==> src/design/ilc_regs.svh <==
`ifndef ILC_REGS_SVH
`define ILC_REGS_SVH

// ==========================================================================
// Register offsets (byte addresses, one 32-bit word each)
// ==========================================================================
`define ILC_OFF_OWN_CTRL_WR     8'h00
`define ILC_OFF_OWN_PERI_WR     8'h04
`define ILC_OFF_OWN_STATE       8'h08
`define ILC_OFF_DRIVE_ON_WR     8'h10
`define ILC_OFF_DRIVE_OFF_WR    8'h14
`define ILC_OFF_DRIVE_STATE     8'h18
`define ILC_OFF_LEVEL_SET_WR    8'h30
`define ILC_OFF_LEVEL_CLR_WR    8'h34
`define ILC_OFF_DRIVEN_LEVEL    8'h38
`define ILC_OFF_PIN_LEVEL       8'h3c
`define ILC_OFF_OD_ON_WR        8'h50
`define ILC_OFF_OD_OFF_WR       8'h54
`define ILC_OFF_OD_STATE        8'h58
`define ILC_OFF_PU_OFF_WR       8'h60
`define ILC_OFF_PU_ON_WR        8'h64
`define ILC_OFF_PU_STATE        8'h68
`define ILC_OFF_FSEL_LOW        8'h70
`define ILC_OFF_FSEL_HIGH       8'h74
`define ILC_OFF_PD_OFF_WR       8'h90
`define ILC_OFF_PD_ON_WR        8'h94
`define ILC_OFF_PD_STATE        8'h98
`define ILC_OFF_MASK_ON_WR      8'ha0
`define ILC_OFF_MASK_OFF_WR     8'ha4
`define ILC_OFF_MASK_STATE      8'ha8

// ==========================================================================
// Reset values
// ==========================================================================
`define ILC_RST_DRIVE_STATE     32'h0000_0000
`define ILC_RST_DRIVEN_LEVEL    32'h0000_0000
`define ILC_RST_OD_STATE        32'h0000_0000
`define ILC_RST_MASK_STATE      32'h0000_0000
`define ILC_RST_FSEL            32'h0000_0000
`define ILC_RST_PIN_LEVEL       32'h0000_0000
`define ILC_RST_OWN_STATE       32'hffff_ffff
`define ILC_RST_PU_STATE        32'h0000_0000
`define ILC_RST_PD_STATE        32'hffff_ffff

// ==========================================================================
// Widths
// ==========================================================================
`define ILC_ADDR_W              8
`define ILC_DATA_W              32
`define ILC_NUM_FUNCS           4

`endif

==> src/design/ilc_pkg.sv <==
`include "ilc_regs.svh"

package ilc_pkg;

  // ========================================================================
  // Types
  // ========================================================================
  // One register bus request, as driven by the master in one cycle.
  typedef struct packed {
    logic [`ILC_ADDR_W-1:0] addr;
    logic [`ILC_DATA_W-1:0] wdata;
    logic                   wr;
    logic                   rd;
  } ilc_bus_req_t;

  // Peripheral function encoding: {high select bit, low select bit}.
  typedef enum logic [1:0] {
    ILC_FUNC_A = 2'h0,
    ILC_FUNC_B = 2'h1,
    ILC_FUNC_C = 2'h2,
    ILC_FUNC_D = 2'h3
  } ilc_func_t;

endpackage : ilc_pkg

==> src/design/ilc_setclr_reg.sv <==
`timescale 1ns/100ps

// Generic set/clear status register: ones in setMask set, ones in clrMask clear.
module ilc_setclr_reg #(
  parameter int              W         = 32,
  parameter logic [W-1:0]    RESET_VAL = '0
) (
  input  wire logic          sys_clk,
  input  wire logic          nrst,
  input  wire logic [W-1:0]  setMask,
  input  wire logic [W-1:0]  clrMask,
  output logic      [W-1:0]  state
);

  logic [W-1:0] stateReg;
  logic [W-1:0] stateNext;

  // Zero bits in both masks leave the state alone; set takes priority.
  always_comb begin
    stateNext = (stateReg & ~clrMask) | setMask;
  end

  // The register runs from the bus clock, not the gated peripheral clock.
  always_ff @(posedge sys_clk or negedge nrst) begin
    if (!nrst) begin
      stateReg <= RESET_VAL;
    end else begin
      stateReg <= stateNext;
    end
  end

  assign state = stateReg;

endmodule : ilc_setclr_reg

==> src/design/ilc_line_mux.sv <==
`timescale 1ns/100ps

// Output steering for one I/O line: controller or one of four peripherals.
module ilc_line_mux
  import ilc_pkg::*;
(
  input  wire logic                      ctrlOwned,
  input  wire ilc_pkg::ilc_func_t        funcSel,
  input  wire logic [`ILC_NUM_FUNCS-1:0] funcPresent,
  input  wire logic [`ILC_NUM_FUNCS-1:0] perOut,
  input  wire logic [`ILC_NUM_FUNCS-1:0] perOe,
  input  wire logic                      ctrlOe,
  input  wire logic                      ctrlLevel,
  input  wire logic                      openDrain,
  output logic                           padOut,
  output logic                           padOe
);

  logic selOut;
  logic selOe;
  logic rawOut;
  logic rawOe;

  // Only the output and enable paths are steered; inputs bypass this mux.
  always_comb begin
    selOut = perOut[funcSel];
    selOe  = perOe[funcSel] & funcPresent[funcSel];
  end

  // Owner decides both whether the pad is driven and with what value.
  always_comb begin
    if (ctrlOwned) begin
      rawOut = ctrlLevel;
      rawOe  = ctrlOe;
    end else begin
      rawOut = selOut;
      rawOe  = selOe;
    end
  end

  // Open drain never drives high, whatever the owner; a one releases the pad.
  always_comb begin
    padOut = openDrain ? 1'b0 : rawOut;
    padOe  = rawOe & ~(openDrain & rawOut);
  end

endmodule : ilc_line_mux

==> src/design/ilc_io_line_controller.sv <==
// Added by the designer: the address-and-strobe port and the address map.
`timescale 1ns/100ps

// ==========================================================================
// I/O line controller: ownership, peripheral mux, output and resistor control
// ==========================================================================
// Summary of operation
// - Configuration writes are stored whether or not the peripheral clock runs.
// - Live pin level sampling only advances while the peripheral clock is enabled.
// - No interrupt may be asserted while the peripheral clock is disabled.
// - Pull-up on/off writes clear/set pull-up state; one means resistor off.
// - Pull-down on/off writes clear/set pull-down state; one means resistor off.
// - Pull-down enable is discarded on lines whose pull-up is on.
// - Pull-up enable is discarded on lines whose pull-down is on.
// - Pull-up control ignores line ownership and drive direction.
// - Ownership writes set/clear ownership state; one is controller, zero peripheral.
// - Lines without a peripheral ignore ownership writes and read ownership one.
// - Ownership reset value is a per-product parameter, normally all ones.
// - Low/high select bits pick function A, B, C or D per line.
// - Peripheral inputs always see the pad input regardless of selection.
// - Both select registers reset to zero and are writable in any ownership.
// - Selecting a missing function is stored unchecked; pad enable stays off.
// - Peripheral-owned lines are driven and valued by the selected peripheral.
// - Drive on/off writes set/clear drive state; one means controller drives.
// - Level and drive writes update state even while peripheral-owned.
// - Direct driven-level writes change only bits enabled in the write mask.
// - Direct-write mask resets to zero, so direct writes change nothing until mask bits are set.
// - Open-drain state set/clear in any ownership; set means drive low only.
// - Open-drain state resets to zero: push-pull on every line.
// - Register bit i corresponds to I/O line i.
module ilc_io_line_controller
  import ilc_pkg::*;
#(
  parameter int                                 NUM_LINES   = 32,
  parameter logic [NUM_LINES-1:0]               MUX_PRESENT = '1,
  parameter logic [NUM_LINES-1:0]               OWN_RESET   = `ILC_RST_OWN_STATE,
  parameter logic [NUM_LINES-1:0]               PU_RESET    = `ILC_RST_PU_STATE,
  parameter logic [NUM_LINES-1:0]               PD_RESET    = `ILC_RST_PD_STATE,
  parameter logic [NUM_LINES*`ILC_NUM_FUNCS-1:0] FUNC_PRESENT = '1
) (
  input  wire logic                                 sys_clk,
  input  wire logic                                 nrst,
  input  wire ilc_pkg::ilc_bus_req_t                busReq,
  output logic [`ILC_DATA_W-1:0]                    busRdata,
  input  wire logic                                 periphClkEn,
  input  wire logic [NUM_LINES-1:0]                 padIn,
  output logic [NUM_LINES-1:0]                      padOut,
  output logic [NUM_LINES-1:0]                      padOe,
  output logic [NUM_LINES-1:0]                      pullUpEn,
  output logic [NUM_LINES-1:0]                      pullDownEn,
  input  wire logic [NUM_LINES*`ILC_NUM_FUNCS-1:0]  perOut,
  input  wire logic [NUM_LINES*`ILC_NUM_FUNCS-1:0]  perOe,
  output logic [NUM_LINES-1:0]                      perIn
);

  // ========================================================================
  // Bus decode helpers
  // ========================================================================
  // True when the current request is a write to the given offset.
  function automatic logic wrHit(input ilc_bus_req_t req,
                                 input logic [`ILC_ADDR_W-1:0] off);
    wrHit = req.wr && (req.addr == off);
  endfunction : wrHit

  // Widen line-sized state to the bus word; upper bits read as zero.
  function automatic logic [`ILC_DATA_W-1:0] toWord(input logic [NUM_LINES-1:0] v);
    logic [`ILC_DATA_W-1:0] w;
    w = '0;
    w[NUM_LINES-1:0] = v;
    toWord = w;
  endfunction : toWord

  logic [NUM_LINES-1:0] wdataLines;
  logic [NUM_LINES-1:0] noLines;

  // Bit i of the write data addresses line i throughout.
  assign wdataLines = busReq.wdata[NUM_LINES-1:0];
  assign noLines    = '0;

  // ========================================================================
  // Per-register write masks
  // ========================================================================
  logic [NUM_LINES-1:0] ownSet;
  logic [NUM_LINES-1:0] ownClr;
  logic [NUM_LINES-1:0] driveSet;
  logic [NUM_LINES-1:0] driveClr;
  logic [NUM_LINES-1:0] odSet;
  logic [NUM_LINES-1:0] odClr;
  logic [NUM_LINES-1:0] maskSet;
  logic [NUM_LINES-1:0] maskClr;
  logic [NUM_LINES-1:0] levelSet;
  logic [NUM_LINES-1:0] levelClr;
  logic [NUM_LINES-1:0] puSet;
  logic [NUM_LINES-1:0] puClr;
  logic [NUM_LINES-1:0] pdSet;
  logic [NUM_LINES-1:0] pdClr;

  logic [NUM_LINES-1:0] ownState;
  logic [NUM_LINES-1:0] ownStateRaw;
  logic [NUM_LINES-1:0] driveState;
  logic [NUM_LINES-1:0] odState;
  logic [NUM_LINES-1:0] maskState;
  logic [NUM_LINES-1:0] levelState;
  logic [NUM_LINES-1:0] puState;
  logic [NUM_LINES-1:0] pdState;

  // Lines without a peripheral never see ownership writes.
  always_comb begin
    ownSet = wrHit(busReq, `ILC_OFF_OWN_CTRL_WR) ? (wdataLines & MUX_PRESENT) : noLines;
    ownClr = wrHit(busReq, `ILC_OFF_OWN_PERI_WR) ? (wdataLines & MUX_PRESENT) : noLines;
  end

  // Drive and open-drain writes do not look at ownership, so they preset lines.
  always_comb begin
    driveSet = wrHit(busReq, `ILC_OFF_DRIVE_ON_WR) ? wdataLines : noLines;
    driveClr = wrHit(busReq, `ILC_OFF_DRIVE_OFF_WR) ? wdataLines : noLines;
    odSet    = wrHit(busReq, `ILC_OFF_OD_ON_WR) ? wdataLines : noLines;
    odClr    = wrHit(busReq, `ILC_OFF_OD_OFF_WR) ? wdataLines : noLines;
    maskSet  = wrHit(busReq, `ILC_OFF_MASK_ON_WR) ? wdataLines : noLines;
    maskClr  = wrHit(busReq, `ILC_OFF_MASK_OFF_WR) ? wdataLines : noLines;
  end

  // A direct write becomes a masked set plus a masked clear in one cycle, so
  // lines can rise and fall together without a glitch between two writes.
  always_comb begin
    levelSet = noLines;
    levelClr = noLines;
    if (wrHit(busReq, `ILC_OFF_LEVEL_SET_WR)) begin
      levelSet = wdataLines;
    end
    if (wrHit(busReq, `ILC_OFF_LEVEL_CLR_WR)) begin
      levelClr = wdataLines;
    end
    if (wrHit(busReq, `ILC_OFF_DRIVEN_LEVEL)) begin
      levelSet = wdataLines & maskState;
      levelClr = ~wdataLines & maskState;
    end
  end

  // Resistor state bits are one for off. An enable clears the bit, but only
  // where the opposite resistor is off, so both can never be on together.
  always_comb begin
    puSet = wrHit(busReq, `ILC_OFF_PU_OFF_WR) ? wdataLines : noLines;
    puClr = wrHit(busReq, `ILC_OFF_PU_ON_WR) ? (wdataLines & pdState) : noLines;
    pdSet = wrHit(busReq, `ILC_OFF_PD_OFF_WR) ? wdataLines : noLines;
    pdClr = wrHit(busReq, `ILC_OFF_PD_ON_WR) ? (wdataLines & puState) : noLines;
  end

  // ========================================================================
  // Set/clear state registers
  // ========================================================================
  ilc_setclr_reg #(
    .W         (NUM_LINES),
    .RESET_VAL (OWN_RESET | ~MUX_PRESENT)
  ) u_own (
    .sys_clk (sys_clk),
    .nrst    (nrst),
    .setMask (ownSet),
    .clrMask (ownClr),
    .state   (ownStateRaw)
  );

  // Belt and braces: unmuxed lines read as controller-owned in any case.
  assign ownState = ownStateRaw | ~MUX_PRESENT;

  ilc_setclr_reg #(
    .W         (NUM_LINES),
    .RESET_VAL (NUM_LINES'(`ILC_RST_DRIVE_STATE))
  ) u_drive (
    .sys_clk (sys_clk),
    .nrst    (nrst),
    .setMask (driveSet),
    .clrMask (driveClr),
    .state   (driveState)
  );

  ilc_setclr_reg #(
    .W         (NUM_LINES),
    .RESET_VAL (NUM_LINES'(`ILC_RST_OD_STATE))
  ) u_od (
    .sys_clk (sys_clk),
    .nrst    (nrst),
    .setMask (odSet),
    .clrMask (odClr),
    .state   (odState)
  );

  ilc_setclr_reg #(
    .W         (NUM_LINES),
    .RESET_VAL (NUM_LINES'(`ILC_RST_MASK_STATE))
  ) u_mask (
    .sys_clk (sys_clk),
    .nrst    (nrst),
    .setMask (maskSet),
    .clrMask (maskClr),
    .state   (maskState)
  );

  ilc_setclr_reg #(
    .W         (NUM_LINES),
    .RESET_VAL (NUM_LINES'(`ILC_RST_DRIVEN_LEVEL))
  ) u_level (
    .sys_clk (sys_clk),
    .nrst    (nrst),
    .setMask (levelSet),
    .clrMask (levelClr),
    .state   (levelState)
  );

  ilc_setclr_reg #(
    .W         (NUM_LINES),
    .RESET_VAL (PU_RESET)
  ) u_pu (
    .sys_clk (sys_clk),
    .nrst    (nrst),
    .setMask (puSet),
    .clrMask (puClr),
    .state   (puState)
  );

  ilc_setclr_reg #(
    .W         (NUM_LINES),
    .RESET_VAL (PD_RESET)
  ) u_pd (
    .sys_clk (sys_clk),
    .nrst    (nrst),
    .setMask (pdSet),
    .clrMask (pdClr),
    .state   (pdState)
  );

  // Resistor enables ignore owner and direction entirely.
  assign pullUpEn   = ~puState;
  assign pullDownEn = ~pdState;

  // ========================================================================
  // Function select registers
  // ========================================================================
  logic [NUM_LINES-1:0] fselLowReg;
  logic [NUM_LINES-1:0] fselHighReg;

  // Plain word writes, stored without any check against the product mux.
  always_ff @(posedge sys_clk or negedge nrst) begin
    if (!nrst) begin
      fselLowReg <= NUM_LINES'(`ILC_RST_FSEL);
    end else if (wrHit(busReq, `ILC_OFF_FSEL_LOW)) begin
      fselLowReg <= wdataLines;
    end
  end

  always_ff @(posedge sys_clk or negedge nrst) begin
    if (!nrst) begin
      fselHighReg <= NUM_LINES'(`ILC_RST_FSEL);
    end else if (wrHit(busReq, `ILC_OFF_FSEL_HIGH)) begin
      fselHighReg <= wdataLines;
    end
  end

  // ========================================================================
  // Pin level sampling
  // ========================================================================
  logic [NUM_LINES-1:0] pinLevelReg;

  // With the peripheral clock gated the sample freezes at its last value;
  // there is no event or interrupt path, so nothing can fire while gated.
  always_ff @(posedge sys_clk or negedge nrst) begin
    if (!nrst) begin
      pinLevelReg <= NUM_LINES'(`ILC_RST_PIN_LEVEL);
    end else if (periphClkEn) begin
      pinLevelReg <= padIn;
    end
  end

  // ========================================================================
  // Per-line output steering
  // ========================================================================
  genvar gi;
  generate
    for (gi = 0; gi < NUM_LINES; gi++) begin : g_line
      ilc_line_mux u_mux (
        .ctrlOwned   (ownState[gi]),
        .funcSel     (ilc_func_t'({fselHighReg[gi], fselLowReg[gi]})),
        .funcPresent (FUNC_PRESENT[gi*`ILC_NUM_FUNCS +: `ILC_NUM_FUNCS]),
        .perOut      (perOut[gi*`ILC_NUM_FUNCS +: `ILC_NUM_FUNCS]),
        .perOe       (perOe[gi*`ILC_NUM_FUNCS +: `ILC_NUM_FUNCS]),
        .ctrlOe      (driveState[gi]),
        .ctrlLevel   (levelState[gi]),
        .openDrain   (odState[gi]),
        .padOut      (padOut[gi]),
        .padOe       (padOe[gi])
      );
    end
  endgenerate

  // Every peripheral sees the raw pad, unfiltered and unmuxed.
  assign perIn = padIn;

  // ========================================================================
  // Read data
  // ========================================================================
  logic [`ILC_DATA_W-1:0] rdataReg;
  logic [`ILC_DATA_W-1:0] rdataNext;

  // Write-only and unmapped offsets read as zero; state is read-only except the driven level and the two select registers, which direct writes change.
  always_comb begin
    rdataNext = '0;
    if (busReq.rd) begin
      unique case (busReq.addr)
        `ILC_OFF_OWN_STATE:    rdataNext = toWord(ownState);
        `ILC_OFF_DRIVE_STATE:  rdataNext = toWord(driveState);
        `ILC_OFF_DRIVEN_LEVEL: rdataNext = toWord(levelState);
        `ILC_OFF_PIN_LEVEL:    rdataNext = toWord(pinLevelReg);
        `ILC_OFF_OD_STATE:     rdataNext = toWord(odState);
        `ILC_OFF_PU_STATE:     rdataNext = toWord(puState);
        `ILC_OFF_PD_STATE:     rdataNext = toWord(pdState);
        `ILC_OFF_FSEL_LOW:     rdataNext = toWord(fselLowReg);
        `ILC_OFF_FSEL_HIGH:    rdataNext = toWord(fselHighReg);
        `ILC_OFF_MASK_STATE:   rdataNext = toWord(maskState);
        default:               rdataNext = '0;
      endcase
    end
  end

  // Read data stand only in the cycle after the strobe and are zero otherwise.
  always_ff @(posedge sys_clk or negedge nrst) begin
    if (!nrst) begin
      rdataReg <= '0;
    end else begin
      rdataReg <= rdataNext;
    end
  end

  assign busRdata = rdataReg;

endmodule : ilc_io_line_controller

==> config.mk <==
export PLATFORM = sky130hd
export DESIGN_NAME = ilc_io_line_controller
export DESIGN_NICKNAME = d
export VERILOG_FILES = /design/src/design/ilc_pkg.sv /design/src/design/ilc_setclr_reg.sv /design/src/design/ilc_line_mux.sv /design/src/design/ilc_io_line_controller.sv
export VERILOG_INCLUDE_DIRS = /design/src /design/src/design
export SDC_FILE = /design/constraint.sdc
export NUM_CORES = 1
export LEC_CHECK = 0
export ABC_CLOCK_PERIOD_IN_PS = 2600
export BUFFER_PORTS_ARGS = -buffer_cell sky130_fd_sc_hd__buf_4
export CORE_UTILIZATION = 46
export CTS_BUF_LIST = sky130_fd_sc_hd__clkbuf_8
export CTS_CLUSTER_DIAMETER = 40
export DETAILED_ROUTE_END_ITERATION = 8
export GPL_TIMING_DRIVEN = 0
export HOLD_SLACK_MARGIN = 0.15
export PLACE_DENSITY = 0.81
export SYNTH_ARGS = -nofsm -noshare
export SYNTH_HDL_FRONTEND = slang
export SYNTH_SLANG_ARGS = --single-unit
export TNS_END_PERCENT = 5
==> constraint.sdc <==
create_clock -name sys_clk -period 2.6 [get_ports sys_clk]
set_input_delay 0.13 -clock sys_clk [delete_from_list [all_inputs] [get_ports sys_clk]]
set_output_delay 0.13 -clock sys_clk [all_outputs]
set_load 0.1 [all_outputs]
After elaboration in Yosys (flattened, before gate mapping)
Index checks and enable logic that the tools add are counted.
Widths: inputs -> output; s select.

word-level totals
  bits in registers = 352
  latch bits = 0
  RAM bits = 0
  ROM bits = 0
  bits of input ports = 333
  word-level logic and storage cells = 546
  memories = 0

operators by class
  $add $sub $neg = 0
  multiply operators = 0
  divide/modulo/power cells = 0
  $lt $le $gt $ge = 32
  eq/ne operators = 23
  shifts and indexed selects = 0
  mux-type cells = 306
  bitwise gates (word level) = 156
  reduce and logical (&&, ||, !) cells = 18

operators with widths
  cell                number
  $mux 32             17
  $and 32x32->32      11
  $not 32->32         10
  $pmux 32 s10        1
  $or 32x32->32       7
  $bmux 1 s2          96
  $mux 1              192
  $and 1x1->1         96
  $lt 2x3->1 const B  32
  $eq 8x7->1 const B  8
  $eq 8x8->1 const B  6
  $eq 8x6->1 const B  4
  $not 1->1           32
  $eq 8x5->1 const B  3
  $logic_and 1x1->1   17
  $eq 8x3->1 const B  1
  $eq 8x4->1 const B  1
  $logic_not 8->1     1

Depth between registers and ports, before layout
Gate-level depths: netlist (run 1).

  depth in word-level cells = 7
  depth in mapped cells = 8
  mapped depth without buffers = 5

By module
A second synthesis (run 1) with hierarchy kept.

unflattened totals
  cell total of the unflattened synthesis = 2,589
  area total of the unflattened synthesis = 23,113.4 µm²

by module, submodules not included
  module                        times used  cells each  area an instance (µm²)  sequential area each (µm²)
  ilc_io_line_controller        1           1,405       11,262.1                3,203.1
  ilc_setclr_reg (u_drive ...)  5           96          1,161.1                 800.8
  ilc_line_mux                  32          16          113.9                   0.0
  ilc_setclr_reg (u_own ...)    2           96          1,201.2                 840.8

Worst setup path after synthesis (run 1)
OpenSTA, ideal clock, no wires.

  path type = input to register
  from = input busReq[41] (netlist name)
  to = register rdataReg[12] (netlist: busRdata[12])
  data arrival time = 1,628 ps
  required time = 2,471 ps
  setup slack = 843 ps
  cell stages on the path = 7
  buffers on the path = 3
  cell sequence = buf_2 -> buf_2 -> clkbuf_1 -> mux2i_1 -> o22ai_2 -> a221oi_1 -> a21oi_2

between the ends
  longest elaborated chain between the ends = 3
  elaborated cells between the ends (all ways) = 12

ends and longest elaborated chain
  item                                line                           RTL
  from (decl)                         ilc_io_line_controller.sv:43   input wire ilc_pkg::ilc_bus_req_t busReq,
  $eq 8x8->1 (tied with other cells)  ilc_io_line_controller.sv:308  unique case (busReq.addr)
  $pmux 32 s10 *                      ilc_io_line_controller.sv:308
  $mux 32 *                           ilc_io_line_controller.sv:307  if (busReq.rd) begin
  net rdataNext[12]                   ilc_io_line_controller.sv:302  logic [`ILC_DATA_W-1:0] rdataNext;
  to (signal assigned)                ilc_io_line_controller.sv:329  rdataReg <= rdataNext;
  to (decl)                           ilc_io_line_controller.sv:301  logic [`ILC_DATA_W-1:0] rdataReg;

The timed path passes the listed nets; every way through them passes the cells marked *.
A chain may end at the register's enable or synchronous reset.

Worst setup path in the final report (run 1)
  from = input busReq[41] (netlist name)
  to = register u_pd.stateReg[7] (netlist: u_pd.state[7])

between the ends
  longest elaborated chain between the ends = 6
  elaborated cells between the ends (all ways) = 9

ends and longest elaborated chain
  item                   line                           RTL
  $eq 8x8->1             ilc_io_line_controller.sv:62   wrHit = req.wr && (req.addr == off);
  $logic_and 1x1->1      ilc_io_line_controller.sv:62
  $mux 32                ilc_io_line_controller.sv:146  pdClr = wrHit(busReq, `ILC_OFF_PD_ON_WR) ? (wdataLines & puState) : noLines;
  $not 32->32            ilc_setclr_reg.sv:20           stateNext = (stateReg & ~clrMask) | setMask;
  $and 32x32->32         ilc_setclr_reg.sv:20
  $or 32x32->32 *        ilc_setclr_reg.sv:20
  net u_pd.stateNext[7]  ilc_setclr_reg.sv:16           logic [W-1:0] stateNext;
  to (signal assigned)   ilc_setclr_reg.sv:28           stateReg <= stateNext;
  to (decl)              ilc_setclr_reg.sv:15           logic [W-1:0] stateReg;

Marked as above.

==> run metrics, run 1 <==
status finished, violations left; failing checks negative setup slack; Buf/Inv on CP 4; vias 19952; first-pass GRT wire length 126000 um; worst skew pair latency 0.61 ns; synthesized flop and latch total 352; Synth top cells by count dfrtp_1, nand2_1, a22o_1, mux2_2, clkbuf_1; Global Route Usage Sum 38.6%; Slowest Stage Delay on Critical Path 0.69 ns; Routed WL 87600 um; main flop type after synthesis dfrtp_1; Tcrit/Tclk final 104%; clk sinks 352; root buffer cell clkbuf_8; Cell Pwr Density 583 mW/mm2; setup_tns -0.962 ns; total die area 0.0446 mm2; Startpoint Class primary input; final setup fails 19; Post-DP Area 0.0247 mm2; crit path kind primary input to flip-flop; Overflow after GRT 0; Slew headroom 8.70%; cell taking the most area after synthesis dfrtp_1; dpl hpwl 60400 um; Antenna Nets Post-Route 0; Hold WS 0.181 ns; Synth cell types 50; deepest clock path buffer count 3; Hold/Removal Path Class primary input to flip-flop; top-count cell post-synth dfrtp_1; Initial DRT Pass Iterations 8; Num CTS Buffers 66; FP Rows 76; area delta synth->final 33.7%; Fmax achieved 371 MHz; DR iter-0 viols 2475; top cells by area, synth dfrtp_1, a22o_1, dfstp_2; die width 211 um; Hold Path Sink u_od.state[31]; initial core utilization 46.7%; Crit-path slowest cell nor2_1; CP Cell Sequence buf_4, buf_2, nor2b_1, buf_2, nand2_1, nor2_1, buf_2, nand3_1, a22o_1; # H-tree levels 3; post-layout min period 2.70 ns; top-area cell type share of the netlist area 35.8%; largest net degree at the start of global routing 110; clk slew on worst S/H paths 0.06 ns; Crit path top cell by count buf_2; worst r2r src u_own.state[13]; Crit path required time 3.12 ns; Placeable Area 0.0431 mm2; Post-Synthesis Net Count 2229; Max IR drop VDD 0.346 mV; layout cells sized above 1 39.8%; Post-Syn Area per Cell 10.6 um2; max-slew violations 0; endpoint class of the critical path flip-flop; yosys warns 0; reg-to-reg slack, setup 0.79 ns; Reg-to-Reg End busRdata[13]; Ports 525; IO buf count 497; Tot Pwr 15700 uW; Worst Skew 0.0232 ns; synthesized area 0.0201 mm2; Die Ht 211 um; EDFF count, synth 0; actual transition at the worst max-transition pin 1.36 ns; setup repair after global routing missed its margin true; per-cell routed wire length 27.6 um; max_cap viols 0; post-route design area 0.0269 mm2; CTS tree yes; Post-route DRC 0; Worst Slack Setup Final -0.0986 ns; vias per inst 6.28; Final Hold Viols 0; CP max FO 10; leakage 0.0117 uW; CP top delay family simple AND/OR/NAND/NOR gates; nets 2870; initial antenna violation count 1; asr flop ratio synth 100%; Worst Path Arrival 3.22 ns; Seq/Total Area, Yosys 44.2%; Hold Path Cell Cnt 5; RD Place Congestion 1.02; R2R depth 5; hold path startpoint busReq[36]; vias in the first global route 20170; Gate Count Post-Synth 1896
-- worst max path at each step --
stage | from | to | slack [ns] | cells after the start
5_1_grt | fselLowReg[15] | padOe[15] | -0.03 | 6
3_3_place_gp | nrst | pinLevelReg[25] | -1.84 | 1
4_1_cts | fselLowReg[15] | padOe[15] | 0.002 | 6
2_1_floorplan | busReq[41] | busRdata[12] | 0.84 | 7
6_report | busReq[41] | u_pd.state[7] | -0.1 | 9
3_5_place_dp | busReq[39] | busRdata[13] | -0.49 | 8
-- cell type report --
type | count | area [um2]
fillers | 3444 | 16200
clock inverters | 35 | 214
plain buffers | 261 | 1430
multi-input cells | 1219 | 9580
repair buffers | 573 | 4600
well taps | 585 | 732
inverters | 64 | 240
diodes | 2 | 5.00
flip-flops and latches | 352 | 8900
clock buffers | 86 | 1180
-- sequential cells by signal, indices dropped and copies added (netlist names) --
| signal | count |
|---|---|
| u_pu.state | 32 |
| u_own.state | 32 |
| busRdata | 32 |
| fselHighReg | 32 |
| u_level.state | 32 |
| u_od.state | 32 |
| u_drive.state | 32 |
| pinLevelReg | 32 |
| u_pd.state | 32 |
| u_mask.state | 32 |
| fselLowReg | 32 |
-- routing by layer --
metal | GRT usage [%] | up-vias | wire length (um)
li1 | - | 8156 | -
met1 | 48.1 | 9724 | 32200
met2 | 58.6 | 1680 | 38800
met3 | 11.2 | 392 | 10400
met4 | 25.4 | 0 | 6240
met5 | 0 | - | 0
-- cell usage in the layout (no fill, tap or decap), types with 25 or more instances in the layout --
master         Yosys  layout
dfstp_2           64      64
mux2_2           110     110
clkbuf_1         109     108
nand3_1           69      69
dfrtp_1          288     276
a21oi_1           32      32
inv_1             64      86
mux4_2            64      64
buf_4             96     584
clkbuf_8           0      86
mux2i_1          107     105
a22o_1           197     197
dlygate4sd3_1      0      69
nor2_1            98      95
nor2b_1           38      38
a32o_1            25      25
buf_2             46      46
nand2_1          259     259
a22oi_1           66      66
-- repair_timing --
item,in CTS,in global routing
buffers inserted,0,2
setup endpoints to repair,6,18
pin swaps,0,1
hold buffers,70,0
hold endpoints to repair,436,0
gates resized for setup,8,22
-- stage by stage --
stage	util, %	std cells	setup WS [ns]
after floorplan	-	1896	0.843
after global placement	57.1	2978	-1.84
after detailed placement	57.3	2982	-0.491
after CTS	62.3	3173	0.00221
after global routing	62.4	3176	-0.0257
final	62.4	3177	-0.0986
-- tightest hold or removal path: stages --
cell     delay [ns]
buf_6          0.11
nand3_2        0.16
nor2_1         0.14
nand2_1        0.08
a22o_1         0.11
-- kinds of logic (layout without fill, tap and decap cells) --
logic type | after synthesis | after routing | share of synthesized area (%)
mux | 286 | 286 | 18.9
buf+inv | 325 | 1019 | 8.25
other cells | 0 | 2 | 0
simple gates | 500 | 500 | 10.9
compound gates | 433 | 433 | 17.7
flops | 352 | 352 | 44.2
-- where the power goes --
group	leakage, uW	total [uW]	internal (uW)	switching (uW)
Sequential	0.00455	6120	5790	331
Clock	0.000800	5680	3180	2510
Combinational	0.00638	3890	1380	2510
Power figures use the tool's default switching activity.
==> inputs of run 2 (changes only) <==
Settings changed: CELL_PAD_IN_SITES_DETAIL_PLACEMENT set to 0, CELL_PAD_IN_SITES_GLOBAL_PLACEMENT set to 2, CORE_UTILIZATION 46 to 37, PLACE_DENSITY 0.81 to 0.95.
==> run 2 against run 1 <==
The flow still finishes with violations (negative setup slack). Cell area increased by 1.0%. Critical path depth decreased by 1. Via count decreased by 2.5%. Routed wire length increased by 4.8%. Largest power group unchanged. Cell count increased by 3.7%.
==> run metrics, run 2 (synthesized netlist as in run 1, its figures left out) <==
status finished, violations left; failing checks negative setup slack; vias in the first global route 19712 (-2.3%); clk slew on worst S/H paths 0.06 ns (about the same); Ports 525 (unchanged); Fmax achieved 384 MHz (+3.7%); largest net degree at the start of global routing 118 (+7.3%); crit path kind primary input to flip-flop; Post-route DRC 0 (unchanged); Final Hold Viols 0 (unchanged); Routed WL 91900 um (+4.8%); DR iter-0 viols 2213 (-11%); layout cells sized above 1 40.0% (+0.22 points); initial core utilization 37.4% (-9.3 points); Worst Slack Setup Final -0.00320 ns (+0.0954 ns); # H-tree levels 3 (unchanged); Slew headroom 8.09% (-0.62 points); CP max FO 10 (unchanged); vias 19449 (-2.5%); endpoint class of the critical path flip-flop; per-cell routed wire length 27.9 um (+1.0%); clk sinks 352 (unchanged); total die area 0.0553 mm2 (+24%); CTS tree yes; dpl hpwl 63500 um (+5.1%); setup repair after global routing missed its margin true; worst skew pair latency 0.65 ns (+0.04 ns); FP Rows 85 (+12%); Hold WS 0.177 ns (-0.00405 ns); commonest non-fill, non-tap cell in the layout buf_4; RD Place Congestion 0.913 (-10%); Num CTS Buffers 69 (+4.5%); area delta synth->final 35.1%; commonest non-fill, non-tap cells in the layout buf_4, dfrtp_1, nand2_1, a22o_1, mux2_2; Overflow after GRT 0 (unchanged); Die Ht 235 um (+11%); root buffer cell clkbuf_8; max_cap viols 0 (unchanged); nets 2878 (+0.28%); final setup fails 2 (-17); leakage 0.0118 uW (+0.32%); Crit path required time 3.18 ns (+0.06 ns); Cell Pwr Density 578 mW/mm2 (-0.97%); Worst Path Arrival 3.18 ns (-0.04 ns); post-layout min period 2.60 ns (-0.0954 ns); max-slew violations 0 (unchanged); vias per inst 5.90 (-6.0%); Worst Skew 0.0159 ns (-0.00728 ns); Placeable Area 0.0538 mm2 (+25%); Max IR drop VDD 0.337 mV (-2.8%); Tot Pwr 15700 uW (about the same); initial antenna violation count 1 (unchanged); Tcrit/Tclk final 100% (-3.7 points); actual transition at the worst max-transition pin 1.38 ns (+0.0143 ns); dpl ws -0.599 ns (-0.108 ns); Startpoint Class primary input; Initial DRT Pass Iterations 6 (-2); deepest clock path buffer count 3 (unchanged); setup_tns -0.00620 ns (+0.956 ns); Antenna Nets Post-Route 0 (unchanged); die width 235 um (+11%); IO buf count 497 (unchanged); Hold/Removal Path Class primary input to flip-flop; Global Route Usage Sum 32.7% (-5.9 points); first-pass GRT wire length 132000 um (+5.0%)
-- run 2: changes by cell type in the layout (fill, tap and decap cells not counted), moves of 3 or more --
cell / change
clkinvlp_4: +3
buf_6: +14
dlygate4sd3_1: +6
buf_4: -19
dfrtp_1: -5
dfrtp_2: +5
-- run 2: through the flow --
step                      cells  instance area [um2]  utilization [%]
final                      3296                27200             50.5
after floorplan            1896                20100                -
after detailed placement   3093                24800             46.1
after CTS                  3293                27000             50.3
after global routing       3294                27200             50.5
after global placement     3089                24700             45.9
-- run 2: timing repair --
item,4_1_cts,5_1_grt
setup buffers,0,1
endpoints found under the hold margin,481,0
hold buffers,76,0
gates resized for setup,20,36
cloned,0,0
pin swaps,1,2
setup endpoints to repair,11,27
-- run 2: path summary, 6_finish.rpt --
| check | to | depth (start not counted) | startpoint | slack [ns] |
|---|---|---|---|---|
| min in group asynchronous | u_own.state[22] | 3 | nrst | 0.64 |
| max in group asynchronous | fselLowReg[16] | 5 | nrst | 0.88 |
| min | busRdata[2] | 6 | busReq[35] | 0.18 |
| max | u_mask.state[3] | 8 | busReq[41] | -0.003 |
| min reg2reg | pinLevelReg[29] | 1 | pinLevelReg[29] | 0.51 |
| max reg2reg | busRdata[1] | 5 | u_own.state[1] | 1.02 |
-- run 2: where the power goes --
part           total (uW)  leakage (uW)  internal [uW]  switching (uW)
clock network        5650      0.000788           3060            2590
logic                3940       0.00644           1420            2520
registers            6110       0.00454           5790             321
-- run 2: layout make-up --
| cell class | instances | area [um2] |
|---|---|---|
| Buffer | 261 | 1420 |
| Clock buffer | 85 | 1170 |
| Fill cell | 5027 | 26600 |
| Multi-Input combinational cell | 1219 | 9590 |
| Timing Repair Buffer | 578 | 4760 |
| Clock inverter | 39 | 211 |
| Inverter | 64 | 240 |
| Tap cell | 696 | 871 |
| Antenna cell | 2 | 5.00 |
| Sequential cell | 352 | 8910 |
-- run 2: worst max-delay path, stage by stage --
cell and delay (ns):
buf_4 0.08, buf_2 0.18, nor2b_1 0.56, buf_2 0.50, nand2_1 0.15, nor2_1 0.51
clkbuf_1 0.78, a22o_1 0.27
-- run 2: metal layers --
metal	wire length, um	vias to the layer above	track usage [%]
li1	-	8182	-
met4	4260	0	15.9
met2	42100	1254	51.2
met1	36600	9791	43.0
met3	8870	222	7.09
met5	0	-	0
